**src/hdl/uhc_consts.vh**
```
`ifndef UHC_CONSTS_VH
`define UHC_CONSTS_VH
// Interrupt pulse length in milliseconds and in 100 ns clock cycles.
`define UHC_INT_PULSE_MS 2400
`define UHC_CLK_HZ 10000000
`define UHC_INT_PULSE_CYC ((`UHC_INT_PULSE_MS * (`UHC_CLK_HZ / 1000)))
// Load-sense debounce time in microseconds and cycles.
`define UHC_ATTACH_US 100
`define UHC_ATTACH_CYC ((`UHC_ATTACH_US * (`UHC_CLK_HZ / 1000000)))
// Anti-loop hold-off after a detach in milliseconds and cycles.
`define UHC_HOLDOFF_MS 1000
`define UHC_HOLDOFF_CYC ((`UHC_HOLDOFF_MS * (`UHC_CLK_HZ / 1000)))
// Signature codes presented on the connector in dedicated charging.
`define UHC_SIG_NONE 2'h0
`define UHC_SIG_BC 2'h1
`define UHC_SIG_VENDOR 2'h2
// Port roles reported on the mode output.
`define UHC_ROLE_IDLE 3'h0
`define UHC_ROLE_DCP 3'h1
`define UHC_ROLE_PASS 3'h2
`define UHC_ROLE_SDP 3'h3
`define UHC_ROLE_CDP 3'h4
`endif

```
**src/hdl/uhc_ctrl.v**
```verilog
// Overview of operation
// Active-high variant drives interrupt high 2.4 s.
// Active-low variant pulls interrupt low 2.4 s.
// Awake select low gives auto dedicated charging.
// Awake high, type low gives SDP only.
// Both high gives CDP or SDP.
// Sense load first, then pick charging mode.
// On S0 to S3, keep mouse/keyboard connection.
// BC dedicated mode shorts D+ to D-.
// Choose BC or vendor signature per device.
// CDP runs primary and secondary detection, data allowed.
// System powers up with select mid-level for manual DCP; not detected here, as the select arrives as a clean logic level.
// Anti-loop hold-off stops HDD power cycling.
// Each edge restarts a full interrupt period.
`timescale 1ns/10ps
`include "uhc_consts.vh"

module uhc_ctrl #(
  parameter INT_ACTIVE_HIGH = 1,
  parameter [31:0] INT_PULSE_CYC = `UHC_INT_PULSE_CYC,
  parameter [31:0] HOLDOFF_CYC = `UHC_HOLDOFF_CYC
) (
  input wire clk,
  input wire reset,
  input wire system_awake_sel,
  input wire charge_type_sel,
  input wire load_sensed,
  input wire dev_low_full_speed,
  input wire dev_hid_class,
  input wire dev_vendor_sig,
  input wire dev_cdp_request,
  input wire primary_det_done,
  input wire secondary_det_done,
  output reg int_out,
  output reg int_oe,
  output reg host_path_en,
  output reg dp_dm_short,
  output reg [1:0] dcp_signature,
  output reg cdp_primary_en,
  output reg cdp_secondary_en,
  output reg [2:0] port_role
);

  // Attach states, binary coded.
  localparam ST_IDLE = 3'h0;
  localparam ST_DEBOUNCE = 3'h1;
  localparam ST_IDENT = 3'h2;
  localparam ST_CHARGE = 3'h3;
  localparam ST_HOLDOFF = 3'h4;

  // Debounce length for a newly sensed load.
  localparam [31:0] ATTACH_CYC = `UHC_ATTACH_CYC;

  //////////////////////////////////////////////////////////////////////////////
  // Shared arithmetic and decoding.

  // One step of a down counter that parks at zero instead of wrapping.
  function [31:0] uhc_count_down;
    input [31:0] value;
    begin
      if (value != 32'h0) begin
        uhc_count_down = value - 32'h1;
      end else begin
        uhc_count_down = 32'h0;
      end
    end
  endfunction

  // The pulse stays up while more than one count remains, which with the
  // registered enable gives exactly the loaded number of cycles.
  function uhc_pulse_live;
    input [31:0] value;
    begin
      uhc_pulse_live = (value > 32'h1);
    end
  endfunction

  // Signature for a dedicated charger; only the BC form needs the short.
  function [1:0] uhc_sig_for;
    input is_vendor;
    begin
      if (is_vendor) begin
        uhc_sig_for = `UHC_SIG_VENDOR;
      end else begin
        uhc_sig_for = `UHC_SIG_BC;
      end
    end
  endfunction

  //////////////////////////////////////////////////////////////////////////////
  // Input history for edge detection. The history resets to the sleep level,
  // so a block released from reset while awake sees one edge and raises the
  // interrupt once; the system can read that as a state report.
  reg awake_q;
  reg [31:0] int_cnt;
  reg [31:0] next_int_cnt;
  wire awake_edge = awake_q ^ system_awake_sel;
  wire awake_fall = awake_q & ~system_awake_sel;

  always @(posedge clk) begin
    if (reset) begin
      awake_q <= 1'b0;
    end else begin
      awake_q <= system_awake_sel;
    end
  end

  //////////////////////////////////////////////////////////////////////////////
  // Interrupt timer; an edge reloads it so back-to-back edges stretch the pulse.
  // restart on edge
  always @* begin
    if (awake_edge) begin
      next_int_cnt = INT_PULSE_CYC;
    end else begin
      next_int_cnt = uhc_count_down(int_cnt);
    end
  end

  // The count is cleared in reset so a pulse never survives a reset.
  always @(posedge clk) begin
    if (reset) begin
      int_cnt <= 32'h0;
    end else begin
      int_cnt <= next_int_cnt;
    end
  end

  // The pin is open source or open drain, so it is only ever driven active.
  // The enable follows the count rather than the level, so the variants differ
  // only in the driven level; the board fits the pull that suits the variant.
  // drive high pulse
  // pull low pulse
  always @(posedge clk) begin
    if (reset) begin
      int_oe <= 1'b0;
      int_out <= 1'b0;
    end else begin
      int_oe <= awake_edge | uhc_pulse_live(int_cnt);
      int_out <= (INT_ACTIVE_HIGH != 0) ? 1'b1 : 1'b0;
    end
  end

  //////////////////////////////////////////////////////////////////////////////
  // Attach state machine for the sleep-mode charger.
  // Idle waits for load, debounce filters contact bounce, identify samples
  // the device class for one cycle, charge holds until the load goes away,
  // and hold-off keeps the port quiet so a drive that browns out while
  // spinning up is not caught in an endless power cycle.
  // The timer is shared by debounce and hold-off; only one runs at a time.
  // Leaving sleep forces idle, since the awake modes need no attach sequence.
  // State, shared timer, and what identify learned about the device.
  reg [2:0] state;
  reg [2:0] next_state;
  reg [31:0] timer;
  reg [31:0] next_timer;
  reg passthru;
  reg next_passthru;
  reg vendor;
  reg next_vendor;

  // Sleep selects the automatic charger.
  wire auto_mode = ~system_awake_sel;

  // sense then select
  // hold-off after detach
  always @* begin
    next_state = state;
    next_timer = uhc_count_down(timer);
    next_passthru = passthru;
    next_vendor = vendor;
    case (state)
      ST_IDLE: begin
        next_passthru = 1'b0;
        if (load_sensed) begin
          next_state = ST_DEBOUNCE;
          next_timer = ATTACH_CYC;
        end
      end
      ST_DEBOUNCE: begin
        if (!load_sensed) begin
          next_state = ST_IDLE;
        end else if (timer == 32'h0) begin
          next_state = ST_IDENT;
        end
      end
      ST_IDENT: begin
        // keep HID link
        next_passthru = dev_low_full_speed & dev_hid_class;
        // pick signature
        next_vendor = dev_vendor_sig;
        next_state = ST_CHARGE;
      end
      ST_CHARGE: begin
        if (!load_sensed) begin
          next_state = ST_HOLDOFF;
          next_timer = HOLDOFF_CYC;
        end
      end
      ST_HOLDOFF: begin
        // A drive that drops its load while spinning up is not re-powered at once.
        if (timer == 32'h0) begin
          next_state = ST_IDLE;
        end
      end
      default: begin
        next_state = ST_IDLE;
      end
    endcase
    // Re-identify on entry to sleep so a HID device keeps its host link.
    if (awake_fall && load_sensed && state != ST_HOLDOFF) begin
      next_state = ST_IDENT;
    end
    if (!auto_mode) begin
      next_state = ST_IDLE;
      next_passthru = 1'b0;
    end
  end

  // State registers; reset parks the port idle with no device known.
  always @(posedge clk) begin
    if (reset) begin
      state <= ST_IDLE;
      timer <= 32'h0;
      passthru <= 1'b0;
      vendor <= 1'b0;
    end else begin
      state <= next_state;
      timer <= next_timer;
      passthru <= next_passthru;
      vendor <= next_vendor;
    end
  end

  //////////////////////////////////////////////////////////////////////////////
  // Output routing per selected mode, decoded first and registered below so
  // that the switch controls never glitch on a select change.
  reg next_host_path_en;
  reg next_dp_dm_short;
  reg [1:0] next_dcp_signature;
  reg next_cdp_primary_en;
  reg next_cdp_secondary_en;
  reg [2:0] next_port_role;

  always @* begin
    next_host_path_en = 1'b0;
    next_dp_dm_short = 1'b0;
    next_dcp_signature = `UHC_SIG_NONE;
    next_cdp_primary_en = 1'b0;
    next_cdp_secondary_en = 1'b0;
    next_port_role = `UHC_ROLE_IDLE;
    if (auto_mode) begin
      // auto dedicated mode
      if (state == ST_CHARGE && passthru) begin
        // host link kept
        next_host_path_en = 1'b1;
        next_port_role = `UHC_ROLE_PASS;
      end else if (state == ST_CHARGE) begin
        // short, no data
        next_dp_dm_short = ~vendor;
        // signature per device
        next_dcp_signature = uhc_sig_for(vendor);
        next_port_role = `UHC_ROLE_DCP;
      end
    end else if (!charge_type_sel) begin
      // SDP only
      next_host_path_en = 1'b1;
      next_port_role = `UHC_ROLE_SDP;
    end else begin
      // CDP or SDP
      next_host_path_en = 1'b1;
      // both detection phases
      if (dev_cdp_request) begin
        // Primary runs first; secondary opens only once primary is done.
        next_cdp_primary_en = ~primary_det_done;
        next_cdp_secondary_en = primary_det_done & ~secondary_det_done;
        next_port_role = `UHC_ROLE_CDP;
      end else begin
        next_port_role = `UHC_ROLE_SDP;
      end
    end
  end

  // Registered outputs; everything is idle and disconnected in reset.
  always @(posedge clk) begin
    if (reset) begin
      host_path_en <= 1'b0;
      dp_dm_short <= 1'b0;
      dcp_signature <= `UHC_SIG_NONE;
      cdp_primary_en <= 1'b0;
      cdp_secondary_en <= 1'b0;
      port_role <= `UHC_ROLE_IDLE;
    end else begin
      host_path_en <= next_host_path_en;
      dp_dm_short <= next_dp_dm_short;
      dcp_signature <= next_dcp_signature;
      cdp_primary_en <= next_cdp_primary_en;
      cdp_secondary_en <= next_cdp_secondary_en;
      port_role <= next_port_role;
    end
  end

  // Limitation: the mid-level select used for the manual charging mode is
  // not seen here, because the select arrives as a clean logic level. A
  // system that wants that mode must arrange it before power-up.

endmodule // uhc_ctrl

```
**config.mk**
```make
export PLATFORM = sky130hd
export DESIGN_NAME = uhc_ctrl
export DESIGN_NICKNAME = d
export VERILOG_FILES = /design/src/hdl/uhc_ctrl.v
export VERILOG_INCLUDE_DIRS = /design/src /design/src/hdl
export SDC_FILE = /design/constraint.sdc
export NUM_CORES = 1
export LEC_CHECK = 0
export BUFFER_PORTS_ARGS = -buffer_cell sky130_fd_sc_hd__buf_2
export CORE_MARGIN = 8
export CORE_UTILIZATION = 60
export DETAILED_ROUTE_END_ITERATION = 16
export GPL_TIMING_DRIVEN = 0
export PLACE_DENSITY = 0.82
export SYNTH_ARGS = -nofsm -noshare
export SYNTH_HDL_FRONTEND = slang
export SYNTH_SLANG_ARGS = --single-unit
```
**constraint.sdc**
```tcl
create_clock -name clk -period 3.51 [get_ports clk]
set_input_delay 0.1755 -clock clk [delete_from_list [all_inputs] [get_ports clk]]
set_output_delay 0.1755 -clock clk [all_outputs]
set_load 0.1 [all_outputs]
```
==> metrics, run 1 <==
Area Growth Syn to Fin 11.4%; number of synthesized flops with an enable pin 0; total grt overflow 0; CP startpoint kind register; post-route cell area 0.00401 mm²; worst-margin pin slew 1250 ps; hold_sp dev_vendor_sig; Yosys cell types 47; Cells after DPL 503; via count between 3k and 4k; pwr dens approximately 560 mW/mm²; number of clock sinks 80; synthesized netlist cell count roughly 410; Seq cells post-synth 80; fraction of registers with async set/reset 0%; setup_tns 0 ps; layout net count between 400 and 500; max-cap check violation count 0; Worst R2R Setup Slack 620 ps; Pre-antenna DRT Iters 4; layout cell share with drive strength beyond 1 approximately an eighth; area of placed instances 0.00379 mm²; leak pwr 1.53 nW; Initial Util 61.5%; area of the die 0.00873 mm²; DR DRC count 0; I/O pins 22; post-CTS setup buffers 0; Worst R2R Start timer[0]; clk root buf clkbuf_8; Die Width slightly above 90 µm; slew margin rel. roughly 15%; fmax 346 MHz; Non-Filler Instances 521; Worst Path Class, Setup register to register; initial antenna violation count 0; core outline area 0.00585 mm²; yosys warns 0; clock latency at the later pin of the worst-skew pair 360 ps; worst hold margin 83.4 ps; Fillers between 400 and 500; n_diodes 0; Worst VDD drop 0.458 mV; FF-to-FF path depth 8; Tot GR Track Use 17.9%; Final Setup Violations 0; area of the multi-input gates about 0.0019 mm²; DR iter-0 viols 134; final max-slew violation count 0; post-synthesis sequential area ratio 44.5%; dpl hpwl just over 5000 µm; CP Capture Type register; leading cell type in the layout, fill and taps excluded dfxtp_1; syn nets 424; CTS tree built; cell area after synthesis 0.00360 mm²; final hold vios 0; Mapped Avg Cell Area approximately 9 µm²; RSZ-0062 raised after global routing no; chip height 93.4 µm; worst slack at placement 599 ps; most frequent cells in the layout dfxtp_1 (80), nor2_1 (59), a21oi_1 (38); status finished, final reports clean; antenna-violating nets left 0; vias per inst 5.76; hold endpoint vendor; number of H-tree levels 3; Final GP Congestion 0.825; WL/cell 14.1 µm; fin worst setup slack between 600 and 700 ps; FP Rows 28; Reg area 0.00160 mm²; Main synth FF type dfxtp_1; WHS Path Cells 3; CTS Buffer Depth 2; vias in the first global route 2,942; worst-path maximum fanout 10; WP data required 3760 ps; I/O Buffers 19; global-route wire length before repair 12,800 µm; crit path time final 2890 ps; worst setup path start timer[0]; CP arrival 3130 ps; total CTS buffers 9; pin count of the biggest net entering global routing 16; Tightest Hold Check Type primary input to register; capturing point of the worst reg2reg path timer[13]; CTS clock-pin slew for the worst setup and hold paths 80 ps; Final Skew between 6 and 7 ps; routed wire length 7340 µm; fin crit share 82.2%
synthesized netlist by cell type (all sizes together), types with 7 or more instances:
cell,instances,share of area (%)
a21oi,38,5.3
o21ai,15,2.4
dfxtp,80,45
nor3,13,1.9
clkbuf,8,0.83
nand2,27,2.8
xnor2,15,3.7
xor2,28,6.8
o31ai,7,1.8
nand3b,7,1.5
nand3,15,2.1
or4,9,2.1
nor4,14,3.4
nor2,59,6.2
inv,12,1.3
or3,12,2.2
nand4,10,1.9
timing repair:
action                    in CTS  in global routing
hold buffers                   2                  0
gates resized for setup        0                  0
hold endpoints to repair       2                  0
metrics by stage:
| stage | power, mW | util, % |
|---|---|---|
| after CTS | 2.26 | 68.5 |
| after global placement | 1.56 | 64.7 |
| after floorplan | 1.47 | - |
| after global routing | 2.36 | 68.5 |
| after detailed placement | 1.57 | 64.7 |
| final | 2.25 | 68.5 |
state kept, by name (all words and copies together) (netlist names):
name and flops:
int_oe 1, int_out 1, vendor 1, int_cnt 32
cdp_secondary_en 1, port_role 3, state 3, host_path_en 1
dcp_signature 2, timer 32, passthru 1, awake_q 1
cdp_primary_en 1
layer usage:
layer,GRT usage (%),up-vias,wire (µm)
li1,-,1516,-
met1,18.9,1436,3150
met2,32.5,42,3830
met3,5.69,9,269
met4,6.17,0,96
met5,0,-,0
kinds of logic (layout without fill, tap and decap cells):
logic type      after synthesis  in the layout  share of synthesized area (%)
xor+xnor                     43             43                           10.5
compound gates               69             69                           11.5
fa+ha+maj                     4              4                           1.39
buf+inv                      24             61                           3.06
mux                           1              1                          0.278
simple gates                188            188                           28.7
flops                        80             80                           44.5
report_power, final:
part           leakage [nW]  internal [mW]  switching (mW)  total, mW
clock                0.0982          0.337           0.355      0.692
combinational         0.775          0.200           0.316      0.516
sequential            0.654          0.978          0.0653       1.04
total                  1.53           1.51           0.736       2.25
final cells by class:
cell class / instances / area share [%]
multi-input cells: 305 / 47.0
flip-flops and latches: 80 / 40.0
clock buffers: 9 / 3.09
repair buffers: 21 / 2.87
well taps: 75 / 2.34
clock inverters: 7 / 1.97
plain buffers: 12 / 1.62
inverters: 12 / 1.12
worst max path at each step:
stage	end	slack [ps]	cells past startpoint
final	timer[13]	620	8
after floorplan	int_cnt[14]	1200	7
after global routing	int_cnt[14]	420	7
after detailed placement	timer[13]	600	8
after CTS	timer[13]	590	8
after global placement	int_cnt[23]	640	7
critical path: stages, from the launching register on:
cell     delay (ps)
dfxtp_1         330
inv_1            60
ha_1            210
or4b_2          680
nor4_4          360
nand4_1         380
nand2_1         400
buf_2           290
nor2_1           70
Power figures use the tool's default switching activity.
==> run 2: changes to the inputs <==
Settings changed: CORE_UTILIZATION 60 to 54, PLACE_DENSITY 0.82 to 0.78.
Clock period 3.51 ns to 2.51 ns, I/O delays scaled along.
==> run 2 against run 1 <==
  * The flow now finishes with violations (negative setup slack)
  * Register-to-register slack lost 690 ps
  * Global-route usage shrank 2.0 points
  * Sequential power grew 41%
  * Largest cell class unchanged
  * Critical path depth shrank 1
  * Power grew 54%
  * Cell count grew 3.1%
  * Setup slack lost 690 ps
  * Cell area grew 7.4%
  * Count of clock-buffer cells in the layout grew 1
  * First-iteration DRC count grew 13%
  * Non-clock buffer count grew 14
  * Utilization shrank 1.1 points
==> metrics, run 2 (synthesized netlist as in run 1, its figures left out) <==
layout net count 470; Tot GR Track Use between 10% and 20%; area of the die 0.00953 mm²; antenna-violating nets left 0; CP max-delay cell or4_4; clk root buf clkbuf_8; Die Width 97.6 µm; Top Registers int_cnt x32, timer x32; Final GP Congestion 0.861; FF-to-FF path depth 7; most used cell, CP or4_4; initial antenna violation count 0; I/O pins 22; leak pwr 1.66 nW; CP Capture Type register; dpl hpwl 5130 µm; failing checks negative setup slack; number of H-tree levels 3; setup_tns -363 ps; n_diodes 0; CP startpoint kind register; pwr dens 804 mW/mm²; Final Setup Violations 9; Worst R2R Start int_cnt[25]; crit path time final between 2000 and 3000 ps; WHS Path Cells 3; DR iter-0 viols 152; Initial Util 56.3%; Worst R2R Setup Slack -70 ps; clock latency at the later pin of the worst-skew pair 350 ps; routed wire length 8080 µm; vias in the first global route 2,865; Util after Layout roughly two thirds; CP peak stage delay 560 ps; number of clock sinks 80; max-cap check violation count 0; final max-slew violation count 0; core outline area 0.00639 mm²; Tightest Hold Check Type primary input to register; FP Rows 29; via count 3,101; slew margin rel. 38.8%; status finished, violations left; DR DRC count 0; Pre-antenna DRT Iters 5; WP data required 2720 ps; capturing point of the worst reg2reg path int_cnt[19]; sequence of cells on the critical path or4_4, or3_4, or4_4, buf_6, o31ai_4, clkbuf_16, a21oi_2; worst-margin pin slew 912 ps; RSZ-0062 raised after global routing yes; fmax slightly below 400 MHz; fin crit share 103%; total grt overflow 0; hold_sp dev_vendor_sig; I/O Buffers 19; vias per inst between 5 and 6; Area Growth Syn to Fin 19.7%; CTS Buffer Depth 2; layout cell share with drive strength beyond 1 19.1%; WL/cell 15.0 µm; final hold vios 0; hold endpoint vendor; most frequent cells in the layout dfxtp_1 (78), nor2_1 (57), a21oi_1 (29); Final Skew 11.2 ps; Fillers 499; pin count of the biggest net entering global routing 15; fin worst setup slack -68.6 ps; CTS clock-pin slew for the worst setup and hold paths 80 ps; CP arrival around 2800 ps; Worst Path Class, Setup register to register; total CTS buffers 9; leading cell type in the layout, fill and taps excluded dfxtp_1; Worst VDD drop 0.580 mV; worst-path maximum fanout 5; chip height 97.6 µm; global-route wire length before repair 12,800 µm; CTS tree built
run 2: changes by cell type in the layout (fill, tap and decap cells not counted), moves of 3 or more:
cell and change:
a21oi_1 -9, a21oi_2 +9, buf_4 +12, clkinv_4 +3
run 2: worst max-delay path by stage:
| stage | from | endpoint | slack (ps) | cells past startpoint |
|---|---|---|---|---|
| 2_1_floorplan | int_cnt[25] | int_cnt[14] | 200 | 7 |
| 3_3_place_gp | int_cnt[0] | int_cnt[25] | -330 | 7 |
| 3_5_place_dp | int_cnt[0] | int_cnt[14] | -420 | 7 |
| 4_1_cts | int_cnt[25] | int_cnt[18] | 30 | 6 |
| 5_1_grt | int_cnt[9] | int_cnt[31] | -100 | 5 |
| 6_report | int_cnt[25] | int_cnt[19] | -70 | 7 |
run 2: what timing repair did:
action | 4_1_cts | 5_1_grt
pin swaps | 3 | 2
setup endpoints to repair | 54 | 13
hold endpoints to repair | 2 | 0
gates cloned | 0 | 1
setup buffers | 7 | 6
gates resized for setup | 6 | 17
hold buffers | 2 | 0
run 2: where the power goes:
part           switching (mW)  leakage (nW)  total (mW)  internal [mW]
combinational           0.489         0.878       0.823          0.334
clock                   0.475         0.127        1.17          0.693
sequential              0.102         0.655        1.47           1.37
run 2: layout make-up:
type	instances	area [µm²]	area share [%]
plain buffers	12	65.1	1.51
inverters	12	45.0	1.05
well taps	77	96.3	2.24
flip-flops and latches	80	1600	37.3
clock buffers	10	138	3.20
repair buffers	35	250	5.81
clock inverters	6	116	2.70
multi-input cells	305	1990	46.2
run 2: routing by layer:
| layer | track usage (%) | wire, µm |
|---|---|---|
| met2 | 26.5 | 3970 |
| met5 | 0 | 0 |
| met3 | 2.99 | 323 |
| met1 | 18.9 | 3630 |
| met4 | 7.58 | 155 |
run 2: through the flow:
step	cells	setup slack, ps	cell area [µm²]	hold slack, ps	total power [mW]
after floorplan	409	202	3600	198	2.06
after global placement	505	-333	3790	286	2.17
after detailed placement	505	-418	3790	295	2.20
after CTS	530	33.2	4140	27.9	3.39
after global routing	537	-97.0	4310	33.0	3.60
final	537	-68.6	4310	33.1	3.46
run 2: critical path, delay by kind of cell (launching register included):
family                 cells  cell delay, ps
AO/OA/AOI/OAI              2             380
buffers and inverters      2             350
flip-flops                 1             350
AND/OR/NAND/NOR            3            1360
